**config.mk**
```make
export PLATFORM = sky130hd
export DESIGN_NAME = mds_datapath
export DESIGN_NICKNAME = d
export VERILOG_FILES = /design/src/logic/mds_datapath.v /design/src/logic/mds_fifo.v /design/src/logic/mds_alu.v
export VERILOG_INCLUDE_DIRS = /design/src /design/src/inc
export SDC_FILE = /design/constraint.sdc
export NUM_CORES = 2
export LEC_CHECK = 0
export ABC_AREA = 1
export BUFFER_PORTS_ARGS = -buffer_cell sky130_fd_sc_hd__buf_2
export CAP_MARGIN = 20
export CORE_MARGIN = 2
export CORE_UTILIZATION = 34
export DETAILED_ROUTE_END_ITERATION = 8
export PLACE_DENSITY = 0.51
export SLEW_MARGIN = 10
export SYNTH_ARGS = -nofsm -noshare
export SYNTH_HDL_FRONTEND = slang
export SYNTH_HIERARCHICAL = 1
export SYNTH_SLANG_ARGS = --single-unit
```
**constraint.sdc**
```tcl
create_clock -name clk -period 3.8 [get_ports clk]
set_clock_uncertainty 0.05 [all_clocks]
set_input_delay 1.14 -clock clk [delete_from_list [all_inputs] [get_ports clk]]
set_output_delay 1.14 -clock clk [all_outputs]
set_load 0.02 [all_outputs]
```
**src/inc/mds_map.vh**
```
// Purpose: Constants for the microcoded multiplexer datapath.
// Assumes: Microinstruction word is 16 bits; bit numbers are decimal here.
// Notes: Timing phases arrive as one-cycle strobes from the timing generator.
`ifndef MDS_MAP_VH
`define MDS_MAP_VH
`define MDS_W 16
`define MDS_FIFO_DEPTH 128
`define MDS_FIFO_AW 7
`define MDS_OP_LSB 0
`define MDS_OP_W 6
`define MDS_SRC_LSB 4
`define MDS_SRC_W 4
`define MDS_DST_LSB 0
`define MDS_DST_W 3
`define MDS_CYC0_BIT 8
`define MDS_CYC1_BIT 9
`define MDS_BCSEL_LSB 3
`define MDS_SC_W 8
// Destination codes.
`define MDS_DST_A 3'h0
`define MDS_DST_B 3'h1
`define MDS_DST_DMA 3'h2
`define MDS_DST_SCRATCH 3'h3
// Source codes.
`define MDS_SRC_A 4'h0
`define MDS_SRC_B 4'h1
`define MDS_SRC_RES 4'h2
`define MDS_SRC_FIFO 4'h3
`define MDS_SRC_BCC 4'h4
`define MDS_SRC_DMA 4'h5
`define MDS_SRC_RXCHR 4'h6
`define MDS_SRC_SCRATCH 4'h7
`define MDS_SRC_STAT 4'h8
// Set/clear codes.
`define MDS_SC_POP 8'h10
`define MDS_SC_PUSH 8'h11
`define MDS_SC_GATE_CLR 8'h12
`define MDS_SC_GATE_SET 8'h13
`define MDS_SC_SCAN_ADV 8'h42
`define MDS_SC_RESYNC 8'h43
// Push pulse width.
`define MDS_PUSH_NS 180
`define MDS_CLK_NS 8
`define MDS_PUSH_CYC ((`MDS_PUSH_NS + `MDS_CLK_NS - 1) / `MDS_CLK_NS)
`define MDS_RST_WORD 16'h0000
`endif

```
**src/logic/mds_datapath.v**
```verilog
// Purpose: Microcoded datapath: operand registers, ALU, transfer bus, character queue, block check, DMA address.
// Assumes: Phase strobes phase02 and dataStrobe are one clk wide, on clk; receiver inputs are asynchronous.
// Notes: Bit numbers below are decimal positions in a 16-bit word.
`timescale 1ns/1ps
`default_nettype none
`include "mds_map.vh"
module mds_datapath (
   input wire clk,
   input wire sys_rst,
   input wire [`MDS_W-1:0] microWord,
   input wire isTransfer,
   input wire isAluOp,
   input wire isRamOp,
   input wire isSetClr,
   input wire isBccCalc,
   input wire phase02,
   input wire dataStrobe,
   input wire [`MDS_W-1:0] ramOutData,
   input wire [7:0] rxChar,
   input wire rxParityErr,
   input wire rxOverrun,
   input wire rxReady,
   input wire [3:0] scanLine,
   input wire drive_address_out,
   output reg [`MDS_W-1:0] hostAddr_ff,
   output reg hostAddrOe_ff,
   output reg [1:0] hostCycle_ff,
   output reg [`MDS_W-1:0] xferBus_ff,
   output reg [`MDS_W-1:0] aluResult_ff,
   output reg [`MDS_W-1:0] block_check_result,
   output reg [`MDS_W-1:0] dma_address_reg,
   output reg charPending_ff,
   output reg rxGate_ff,
   output reg resync_ff,
   output reg fifoFull_ff,
   output reg fifoEmpty_ff,
   output reg scanAdvance_ff
);
   reg [`MDS_W-1:0] opA_ff;
   reg [`MDS_W-1:0] opB_ff;
   reg [`MDS_W-1:0] scratch_ff;
   reg [1:0] dmaCycle_ff;
   reg [`MDS_W-1:0] nxt_xfer;
   reg [7:0] rxCharS1_ff;
   reg [7:0] rxCharS2_ff;
   reg [3:0] rxFlagS1_ff;
   reg [3:0] rxFlagS2_ff;
   reg [5:0] pushCnt_ff;
   reg [`MDS_W-1:0] fifoInHold_ff;
   reg [`MDS_W-1:0] bccPoly;
   wire [`MDS_W-1:0] aluOut;
   wire [`MDS_W-1:0] fifoOut;
   wire fifoFull;
   wire fifoEmpty;
   wire [`MDS_DST_W-1:0] dstSel;
   wire [`MDS_SRC_W-1:0] srcSel;
   wire [`MDS_SC_W-1:0] scCode;
   wire [1:0] bccSel;
   wire loadStrobe;
   wire scStrobe;
   wire srcEnable;
   wire pushStart;
   wire pushPulse;
   wire rxReadyS;
   wire rxParS;
   wire rxOvrS;
   wire [`MDS_W-1:0] fifoEntry;
   wire [`MDS_W-1:0] crcA;
   wire [`MDS_W-1:0] crcB;
   wire [`MDS_W-1:0] lrcSum;
   wire [31:0] pushLoad;

   assign dstSel = microWord[`MDS_DST_LSB +: `MDS_DST_W];
   assign srcSel = microWord[`MDS_SRC_LSB +: `MDS_SRC_W];
   assign scCode = microWord[`MDS_SC_W-1:0];
   assign bccSel = ramOutData[`MDS_BCSEL_LSB +: 2];
   assign loadStrobe = isTransfer && phase02;
   assign scStrobe = isSetClr && dataStrobe;
   assign srcEnable = isTransfer || isRamOp;
   assign rxReadyS = rxFlagS2_ff[0];
   assign rxParS = rxFlagS2_ff[1];
   assign rxOvrS = rxFlagS2_ff[2];

   // Receiver pins cross two flip-flops before use.
   always @(posedge clk) begin
      if (sys_rst) begin
         rxCharS1_ff <= 8'h00;
         rxCharS2_ff <= 8'h00;
         rxFlagS1_ff <= 4'h0;
         rxFlagS2_ff <= 4'h0;
      end else begin
         rxCharS1_ff <= rxChar;
         rxCharS2_ff <= rxCharS1_ff;
         rxFlagS1_ff <= {1'b0, rxOverrun, rxParityErr, rxReady};
         rxFlagS2_ff <= rxFlagS1_ff;
      end
   end

   mds_alu u_alu (
      .opA(opA_ff),
      .opB(opB_ff),
      .func(microWord[`MDS_OP_LSB +: `MDS_OP_W]),
      .result(aluOut)
   );

   // Transfer bus source selector.
   always @* begin
      nxt_xfer = `MDS_RST_WORD;
      if (srcEnable) begin
         case (srcSel)
            `MDS_SRC_A: nxt_xfer = opA_ff;
            `MDS_SRC_B: nxt_xfer = opB_ff;
            `MDS_SRC_RES: nxt_xfer = aluResult_ff;
            `MDS_SRC_FIFO: nxt_xfer = fifoOut;
            `MDS_SRC_BCC: nxt_xfer = block_check_result;
            `MDS_SRC_DMA: nxt_xfer = dma_address_reg;
            `MDS_SRC_RXCHR: nxt_xfer = {8'h00, rxCharS2_ff};
            `MDS_SRC_SCRATCH: nxt_xfer = scratch_ff;
            `MDS_SRC_STAT: nxt_xfer = {12'h000, resync_ff, rxGate_ff, fifoFull, fifoEmpty};
            default: nxt_xfer = `MDS_RST_WORD;
         endcase
      end
   end

   // Destination loads at phase 02.
   always @(posedge clk) begin
      if (sys_rst) begin
         opA_ff <= `MDS_RST_WORD;
         opB_ff <= `MDS_RST_WORD;
         dma_address_reg <= `MDS_RST_WORD;
         dmaCycle_ff <= 2'b00;
         scratch_ff <= `MDS_RST_WORD;
         xferBus_ff <= `MDS_RST_WORD;
      end else begin
         xferBus_ff <= nxt_xfer;
         if (loadStrobe) begin
            case (dstSel)
               `MDS_DST_A: opA_ff <= nxt_xfer;
               `MDS_DST_B: opB_ff <= nxt_xfer;
               `MDS_DST_DMA: begin
                  dma_address_reg <= nxt_xfer;
                  dmaCycle_ff <= {microWord[`MDS_CYC1_BIT], microWord[`MDS_CYC0_BIT]};
               end
               `MDS_DST_SCRATCH: scratch_ff <= nxt_xfer;
               default: scratch_ff <= scratch_ff;
            endcase
         end
      end
   end

   // ALU result captured whole at the data strobe.
   always @(posedge clk) begin
      if (sys_rst) begin
         aluResult_ff <= `MDS_RST_WORD;
      end else if (isAluOp && dataStrobe) begin
         aluResult_ff[7:0] <= aluOut[7:0];
         aluResult_ff[15:8] <= aluOut[15:8];
      end
   end

   // Block check: two CRC steps of the B low byte into A, a byte sum and an XOR.
   function [`MDS_W-1:0] crcStep;
      input [`MDS_W-1:0] crc;
      input [7:0] dat;
      input [`MDS_W-1:0] poly;
      integer i;
      reg [`MDS_W-1:0] c;
      begin
         c = crc;
         for (i = 0; i < 8; i = i + 1) begin
            if (c[0] ^ dat[i]) begin
               c = (c >> 1) ^ poly;
            end else begin
               c = c >> 1;
            end
         end
         crcStep = c;
      end
   endfunction
   assign crcA = crcStep(opA_ff, opB_ff[7:0], 16'hA001);
   assign crcB = crcStep(opA_ff, opB_ff[7:0], 16'h8408);
   assign lrcSum = opA_ff + {8'h00, opB_ff[7:0]};
   always @* begin
      bccPoly = `MDS_RST_WORD;
      case (bccSel)
         2'b00: bccPoly = crcA;
         2'b01: bccPoly = crcB;
         2'b10: bccPoly = opA_ff ^ opB_ff;
         2'b11: bccPoly = lrcSum;
         default: bccPoly = `MDS_RST_WORD;
      endcase
   end
   always @(posedge clk) begin
      if (sys_rst) begin
         block_check_result <= `MDS_RST_WORD;
      end else if (isBccCalc && dataStrobe) begin
         block_check_result <= bccPoly;
      end
   end

   // Receive gate, resync flag and scan advance; set beats clear.
   always @(posedge clk) begin
      if (sys_rst) begin
         rxGate_ff <= 1'b0;
         resync_ff <= 1'b0;
         scanAdvance_ff <= 1'b0;
      end else begin
         scanAdvance_ff <= scStrobe && (scCode == `MDS_SC_SCAN_ADV);
         if (scStrobe && scCode == `MDS_SC_GATE_SET) begin
            rxGate_ff <= 1'b1;
         end else if ((scStrobe && scCode == `MDS_SC_GATE_CLR) || pushStart) begin
            rxGate_ff <= 1'b0;
         end
         if (scStrobe && scCode == `MDS_SC_RESYNC) begin
            resync_ff <= 1'b1;
         end else if (scStrobe && scCode == `MDS_SC_SCAN_ADV) begin
            resync_ff <= 1'b0;
         end
      end
   end

   // Push pulse is one cycle wide; the counter blocks new pushes for the full width; the entry is stored once at its start.
   assign fifoEntry = {resync_ff, rxOvrS, rxParS, 1'b0, scanLine, rxCharS2_ff};
   assign pushStart = scStrobe && (scCode == `MDS_SC_PUSH) && (pushCnt_ff == 6'd0);
   assign pushPulse = pushStart;
   assign pushLoad = `MDS_PUSH_CYC - 1;
   always @(posedge clk) begin
      if (sys_rst) begin
         pushCnt_ff <= 6'd0;
         fifoInHold_ff <= `MDS_RST_WORD;
      end else begin
         if (pushStart) begin
            pushCnt_ff <= pushLoad[5:0];
            fifoInHold_ff <= rxGate_ff ? fifoEntry : {resync_ff, fifoEntry[14:0]};
         end else if (pushCnt_ff != 6'd0) begin
            pushCnt_ff <= pushCnt_ff - 6'd1;
         end
      end
   end

   mds_fifo u_fifo (
      .clk(clk),
      .sys_rst(sys_rst),
      .push(pushPulse),
      .pop(scStrobe && (scCode == `MDS_SC_POP)),
      .dataIn(rxGate_ff ? fifoEntry : {resync_ff, fifoEntry[14:0]}),
      .dataOut(fifoOut),
      .full(fifoFull),
      .empty(fifoEmpty)
   );

   // Status and host-facing outputs.
   always @(posedge clk) begin
      if (sys_rst) begin
         charPending_ff <= 1'b0;
         fifoFull_ff <= 1'b0;
         fifoEmpty_ff <= 1'b1;
         hostAddr_ff <= `MDS_RST_WORD;
         hostAddrOe_ff <= 1'b0;
         hostCycle_ff <= 2'b00;
      end else begin
         charPending_ff <= !fifoFull && rxReadyS;
         fifoFull_ff <= fifoFull;
         fifoEmpty_ff <= fifoEmpty;
         hostAddrOe_ff <= drive_address_out;
         hostAddr_ff <= drive_address_out ? dma_address_reg : `MDS_RST_WORD;
         hostCycle_ff <= drive_address_out ? dmaCycle_ff : 2'b00;
      end
   end
endmodule // mds_datapath
`default_nettype wire

```
**src/logic/mds_fifo.v**
```verilog
// Purpose: Received character queue, 128 entries of 16 bits.
// Assumes: Push and pop are one-cycle requests on clk.
// Notes: Output word stays put until popped; full push and empty pop are ignored.
`timescale 1ns/1ps
`default_nettype none
`include "mds_map.vh"
module mds_fifo (
   input wire clk,
   input wire sys_rst,
   input wire push,
   input wire pop,
   input wire [`MDS_W-1:0] dataIn,
   output wire [`MDS_W-1:0] dataOut,
   output wire full,
   output wire empty
);
   reg [`MDS_W-1:0] mem [0:`MDS_FIFO_DEPTH-1];
   reg [`MDS_FIFO_AW-1:0] wrPtr_ff;
   reg [`MDS_FIFO_AW-1:0] rdPtr_ff;
   reg [`MDS_FIFO_AW:0] count_ff;
   wire doPush;
   wire doPop;
   assign full = (count_ff == `MDS_FIFO_DEPTH);
   assign empty = (count_ff == 0);
   assign doPush = push && !full;
   assign doPop = pop && !empty;
   assign dataOut = mem[rdPtr_ff];
   always @(posedge clk) begin
      if (doPush) begin
         mem[wrPtr_ff] <= dataIn;
      end
   end
   always @(posedge clk) begin
      if (sys_rst) begin
         wrPtr_ff <= 7'd0;
         rdPtr_ff <= 7'd0;
         count_ff <= 8'd0;
      end else begin
         if (doPush) begin
            wrPtr_ff <= wrPtr_ff + 1'b1;
         end
         if (doPop) begin
            rdPtr_ff <= rdPtr_ff + 1'b1;
         end
         count_ff <= count_ff + {7'h00, doPush} - {7'h00, doPop};
      end
   end
endmodule // mds_fifo
`default_nettype wire

```
**src/logic/mds_alu.v**
```verilog
// Purpose: Sixteen-bit operand combiner selected by a six-bit function code.
// Assumes: Code bit 5 picks logic mode, bit 4 the carry in, bits 3:0 the function.
// Notes: Purely combinational; carries ripple across the whole word.
`timescale 1ns/1ps
`default_nettype none
`include "mds_map.vh"
module mds_alu (
   input wire [`MDS_W-1:0] opA,
   input wire [`MDS_W-1:0] opB,
   input wire [`MDS_OP_W-1:0] func,
   output reg [`MDS_W-1:0] result
);
   wire cin;
   wire [`MDS_W-1:0] notB;
   assign cin = func[4];
   assign notB = ~opB;
   always @* begin
      result = `MDS_RST_WORD;
      if (func[5]) begin
         case (func[3:0])
            4'h0: result = ~opA;
            4'h1: result = ~(opA | opB);
            4'h2: result = notB & opA;
            4'h3: result = `MDS_RST_WORD;
            4'h4: result = ~(opA & opB);
            4'h5: result = notB;
            4'h6: result = opA ^ opB;
            4'h7: result = opA & notB;
            4'h8: result = ~opA | opB;
            4'h9: result = ~(opA ^ opB);
            4'hA: result = opB;
            4'hB: result = opA & opB;
            4'hC: result = 16'hFFFF;
            4'hD: result = opA | notB;
            4'hE: result = opA | opB;
            default: result = opA;
         endcase
      end else begin
         case (func[3:0])
            4'h0: result = opA + {15'h0000, cin};
            4'h1: result = opA + opB + {15'h0000, cin};
            4'h2: result = opA - opB - {15'h0000, !cin};
            4'h3: result = opB - opA - {15'h0000, !cin};
            4'h4: result = opA + opA + {15'h0000, cin};
            4'h5: result = opA - 16'h0001 + {15'h0000, cin};
            4'h6: result = (opA | opB) + {15'h0000, cin};
            4'h7: result = (opA & opB) + {15'h0000, cin};
            default: result = opA + notB + {15'h0000, cin};
         endcase
      end
   end
endmodule // mds_alu
`default_nettype wire

```
**Word-level counts from Yosys, hierarchy flattened**

Memories as Yosys holds them, arrays and structs flattened. A register that Yosys moved wholly into a read port is not among the register bits.
Cells that the tools add are included.

- Register bits: 189
- Latch bits: 0
- Memory bits (writable): 1920
- Memory bits (read-only): 0
- Memories: 1

- Add/sub/neg operators: 21
- Multiply operators: 0
- Div/mod/pow operators: 0
- Magnitude comparators: 0
- Eq/ne operators: 35
- Shift operators: 0
- Mux-type cells: 32
- Bitwise logic cells: 43
- Reductions and logical operators: 36

Memories:

| memory | words | width | read ports | clocked after Yosys merged registers in | write ports | RTL line | RTL |
|---|---|---|---|---|---|---|---|
| u_fifo.mem | 128 | 15 | 1 | 1 | 1 | mds_fifo.v:17 | `` reg [`MDS_W-1:0] mem [0:`MDS_FIFO_DEPTH-1]; `` |

Operators with widths:

| kind | count |
|---|---|
| $mux 16 | 18 |
| $pmux 16 s14 | 1 |
| $pmux 16 s9 | 1 |
| $pmux 16 s8 | 1 |
| $add 16x1->16 | 7 |
| $not 16->16 | 5 |
| $pmux 16 s4 | 1 |
| $add 16x16->16 | 3 |
| $not 2->3 | 16 |
| $or 16x16->16 | 3 |
| $and 16x16->16 | 2 |
| $eq 4x3->1 const B | 8 |
| $eq 4x4->1 const B | 8 |
| $eq 8x5->1 const B | 4 |
| $sub 16x1->16 | 2 |
| $sub 16x16->16 | 2 |
| $add 16x8->16 | 1 |
| $eq 4x2->1 const B | 4 |
| $eq 8x7->1 const B | 2 |
| $sub 16x1->16 const B | 1 |
| $xor 16x16->16 | 1 |
| $xor 1x1->1 | 15 |
| $add 7x1->7 const B | 2 |
| $logic_and 1x1->1 | 14 |
| other kinds (24) | 45 |

**Longest topological paths before layout**

- Word-level depth: 17
- Gate-level depth with buffers: 22

**By module**

Netlist, hierarchy kept.

Modules (own cells, without submodules):

| module | instances | cells an instance | area each (sq um) | sequential area each (sq um) |
|---|---|---|---|---|
| mds_fifo | 1 | 6921 | 83684.0 | 62079.5 |
| mds_datapath | 1 | 1092 | 7722.4 | 3343.2 |
| mds_alu | 1 | 1394 | 7463.4 | 0.0 |

**Worst setup path after synthesis**

OpenSTA, ideal clock, no wires.

- Path kind: input-to-reg
- From: input microWord[7]
- To: memory u_fifo/mem[63][0] in the netlist's numbering (enable)
- Setup time: 0.409 ns
- Arrival time: 3.376 ns
- Required time: 3.341 ns
- Path slack: -0.035 ns
- Stages: 9
- Buffers on the path: 0
- Cells stage by stage: nor2_1 -> nand2_2 -> nor2_1 -> nand2_1 -> nor2_1 -> nand2_1 -> inv_1 -> nand3_1 -> nor3_1

- Cells in the longest elaborated chain, start to end: 6

Ends and longest elaborated chain:

| element | RTL line | RTL |
|---|---|---|
| start: declaration | mds_datapath.v:10 | `` input wire [`MDS_W-1:0] microWord, `` |
| $eq 8x5->1 (no source line) | - |  |
| $logic_and 1x1->1 (2 in a row) | mds_datapath.v:224 | `` assign pushStart = scStrobe && (scCode == `MDS_SC_PUSH) && (pushCnt_ff == 6'd0); `` |
| via pushPulse | mds_datapath.v:63 | `wire pushPulse;` |
| $logic_and 1x1->1 | mds_fifo.v:25 | `assign doPush = push && !full;` |
| $mux 1 | mds_fifo.v:29 | `if (doPush) begin` |
| $mux 1 (not written as such) | mds_fifo.v:30 | `mem[wrPtr_ff] <= dataIn;` |
| end: declaration | mds_fifo.v:17 |  |

The timed path passes the listed nets, and every way through them passes these cells.

==> run metrics <==
CP max FO=41; setup slack at placement=-0.559 ns; Max Cap Violations=0; worst vdd ir=0.000397 V; CTS H-tree lvls=4; Nets=10,200; Ports=146; fraction of registers with async set/reset=0; Crit path top cell by count=nand3_1; post-synth cell types=between 50 and 60; # port buffers=approximately 130; Via density=5.22; Hold Violations, Final=0; clk sinks=2,244; register area share after synthesis=0.662; max reg flops=approximately 2,000; area of the multi-input gates=0.0298 mm^2; CP delay by family, top=simple AND/OR/NAND/NOR gates; Num CTS Buffers=234; routability cong.=0.975; P_leak=between 0.04 and 0.05 uW; crit path kind=reg2reg; Final HPWL DP=222 mm; total track usage=0.225; clk buf depth=4; Pwr Total=51,300 uW; final setup fails=0; critical path capture point type=flop; vias in the first global route=70,600; top_reg_cell synth=edfxtp_1; Die Y=approximately 540 um; period utilization=0.994; clock slew at reported path FFs=0.07 ns; total length of routed wires=between 300 and 400 mm; CP max-delay cell=dfxtp_4; DR WL/cell=24.0 um; arrival time worst endpoint=4.46 ns; Worst Tran Pin Value=1.11 ns; Fmax achieved=265 MHz; ANT nets after route=0; hold crit path type=reg2reg; Post-Synthesis Cell Area=0.0989 mm^2; Final Core Density=0.406; Initial Util=0.343; Fill cells=27,900; R2R setup slack=0.02 ns; Worst-Skew Late Latency=0.92 ns; largest reg by FF count=u_fifo/mem; initial DRC count=around 7,900; fin crit period=between 3 and 4 ns; crit-path cells=inv_16 -> buf_12 -> buf_12 -> nand2_1 -> nand3_1 -> nand3_1 -> nand3_1 -> nand3_1 -> nand3_1 -> nand3_1 -> nand2_1 -> nand2_1 -> nand4_1 -> o31ai_4 -> a21oi_1; hold-fix buffer count after cts=0; Worst Setup Start Kind=flop; status=completed; headroom to the max-slew limit=0.259; Die Width=around 540 um; Synth Register Bits=around 2,200; Crit path buffers/inverters=3; grt ovf=0; Power per Cell Area=437 mW/mm^2; Core Rows=197; largest net degree at the start of global routing=129; via count=73,500; most frequent cells in the layout=nand2_1, nand3_1, edfxtp_1, buf_4, nor2_1; drt first pass iters=6; CP required=between 4 and 5 ns; core area=0.289 mm^2; CTS tree=yes; post-route DRC violation count=0; DIE AREA=0.295 mm^2; first-pass GRT wire length=489 mm; Post CTS Setup Buffer Count=0; Pins Over Slew Limit=0; most common cell after layout, fill and taps aside=nand2_1; Seq. cell area=0.0655 mm^2; yosys warns=6; root buf cell=clkbuf_16; share of cells above drive strength 1=0.120; area delta synth->final=18.6%; fin worst setup slack=about 0.025 ns; initial antenna violation count=12; Synth Instances=9,407; Post-Syn Area per Cell=between 10 and 15 um^2; largest stage delay on the critical path=0.52 ns; Post-synth EDFFs=2,048
power breakdown:
part	switching [uW]	total [uW]	leakage [uW]	internal, uW
combinational	1510	2180	0.0198	669
sequential	145	27100	0.0203	26900
clock	9570	22100	0.00351	12500
logic make-up (layout without fill, tap and decap cells):
logic type | after synthesis | count (layout) | synth area share
AND/OR/NAND/NOR | 5421 | 5421 | 0.236
buffers and inverters | 943 | 1614 | 0.0432
AO/OA/AOI/OAI | 611 | 611 | 0.0354
adder cells (fa/ha/maj) | 156 | 156 | 0.0204
other | 1 | 134 | 0.0000379
flip-flops | 2244 | 2244 | 0.662
XOR/XNOR | 31 | 31 | 0.00282
through the flow:
stage          setup TNS (ns)  instances  instance area [um^2]  hold WS (ns)
2_1_floorplan               0       9534                 99400         0.338
3_3_place_gp          -189.62      13700                110000         0.339
3_5_place_dp          -189.91      13700                110000         0.339
4_1_cts                     0      14100                117000         0.326
5_1_grt              -0.00164      14100                117000         0.366
6_report                    0      14100                117000         0.345
metal layers:
metal / vias up / share of wire / GRT usage
li1: 34100 / - / -
met5: - / 0 / 0
met1: 36300 / 0.43 / 0.312
met2: 2614 / 0.46 / 0.355
met3: 568 / 0.069 / 0.0333
met4: 0 / 0.042 / 0.0841
synthesized netlist by cell type, types with 4 or more instances:
library cell	number	area, um^2
o211ai_1	13	97.6
o22ai_1	42	263
nor3_1	29	145
nand3_1	2189	11000
buf_6	25	282
a22oi_1	4	30.0
a211oi_1	8	60.1
buf_4	35	263
nand2_2	7	43.8
xnor2_1	8	70.1
nor4_1	6	37.5
xor2_1	22	193
a221oi_1	56	490
clkbuf_1	123	462
fa_1	9	180
o31ai_2	4	50.1
o21ai_0	217	1090
nor2_1	428	1610
o21ai_1	15	75.1
ha_1	147	1840
nor2_2	7	43.8
nand3b_1	12	90.1
dfxtp_1	196	3920
o2111ai_1	4	35.0
a21oi_1	224	1120
nand4_1	39	244
nand2_1	2685	10100
buf_1	54	203
inv_2	12	45.0
clkinv_1	6	22.5
inv_1	378	1420
buf_2	306	1530
edfxtp_1	2048	61500
or2_2	9	56.3
a31oi_1	4	25.0
final cells by class:
cell class	instances	area share
Antenna cell	6	0.000128
Clock buffer	305	0.0530
Clock inverter	110	0.00867
Inverter	397	0.0130
Multi-Input combinational cell	6347	0.254
Sequential cell	2244	0.559
Tap cell	3880	0.0414
Timing Repair Buffer	802	0.0711
repair_timing:
item / in CTS / in global routing
gates resized for setup: 2 / 4
cloned: 0 / 0
endpoints found under the setup margin: 3 / 14
hold endpoints to repair: 0 / 0
pin swaps: 0 / 0
worst min-delay path, stage by stage (launching register included):
cell     delay [ns]
dfxtp_1        0.30
inv_1          0.04
nor2_1         0.03
worst paths after layout:
path,start,endpoint,cells after the start
worst max-delay path,flop,opB_ff[10]$_SDFFE_PP0P_,15
worst min-delay path,rxFlagS1_ff[1]$_SDFF_PP0_,rxFlagS2_ff[1]$_SDFF_PP0_,2
worst max register to register,flop,opB_ff[10]$_SDFFE_PP0P_,15
worst min register to register,rxFlagS1_ff[1]$_SDFF_PP0_,rxFlagS2_ff[1]$_SDFF_PP0_,2
No activity file was read; power rests on OpenSTA's default activity.
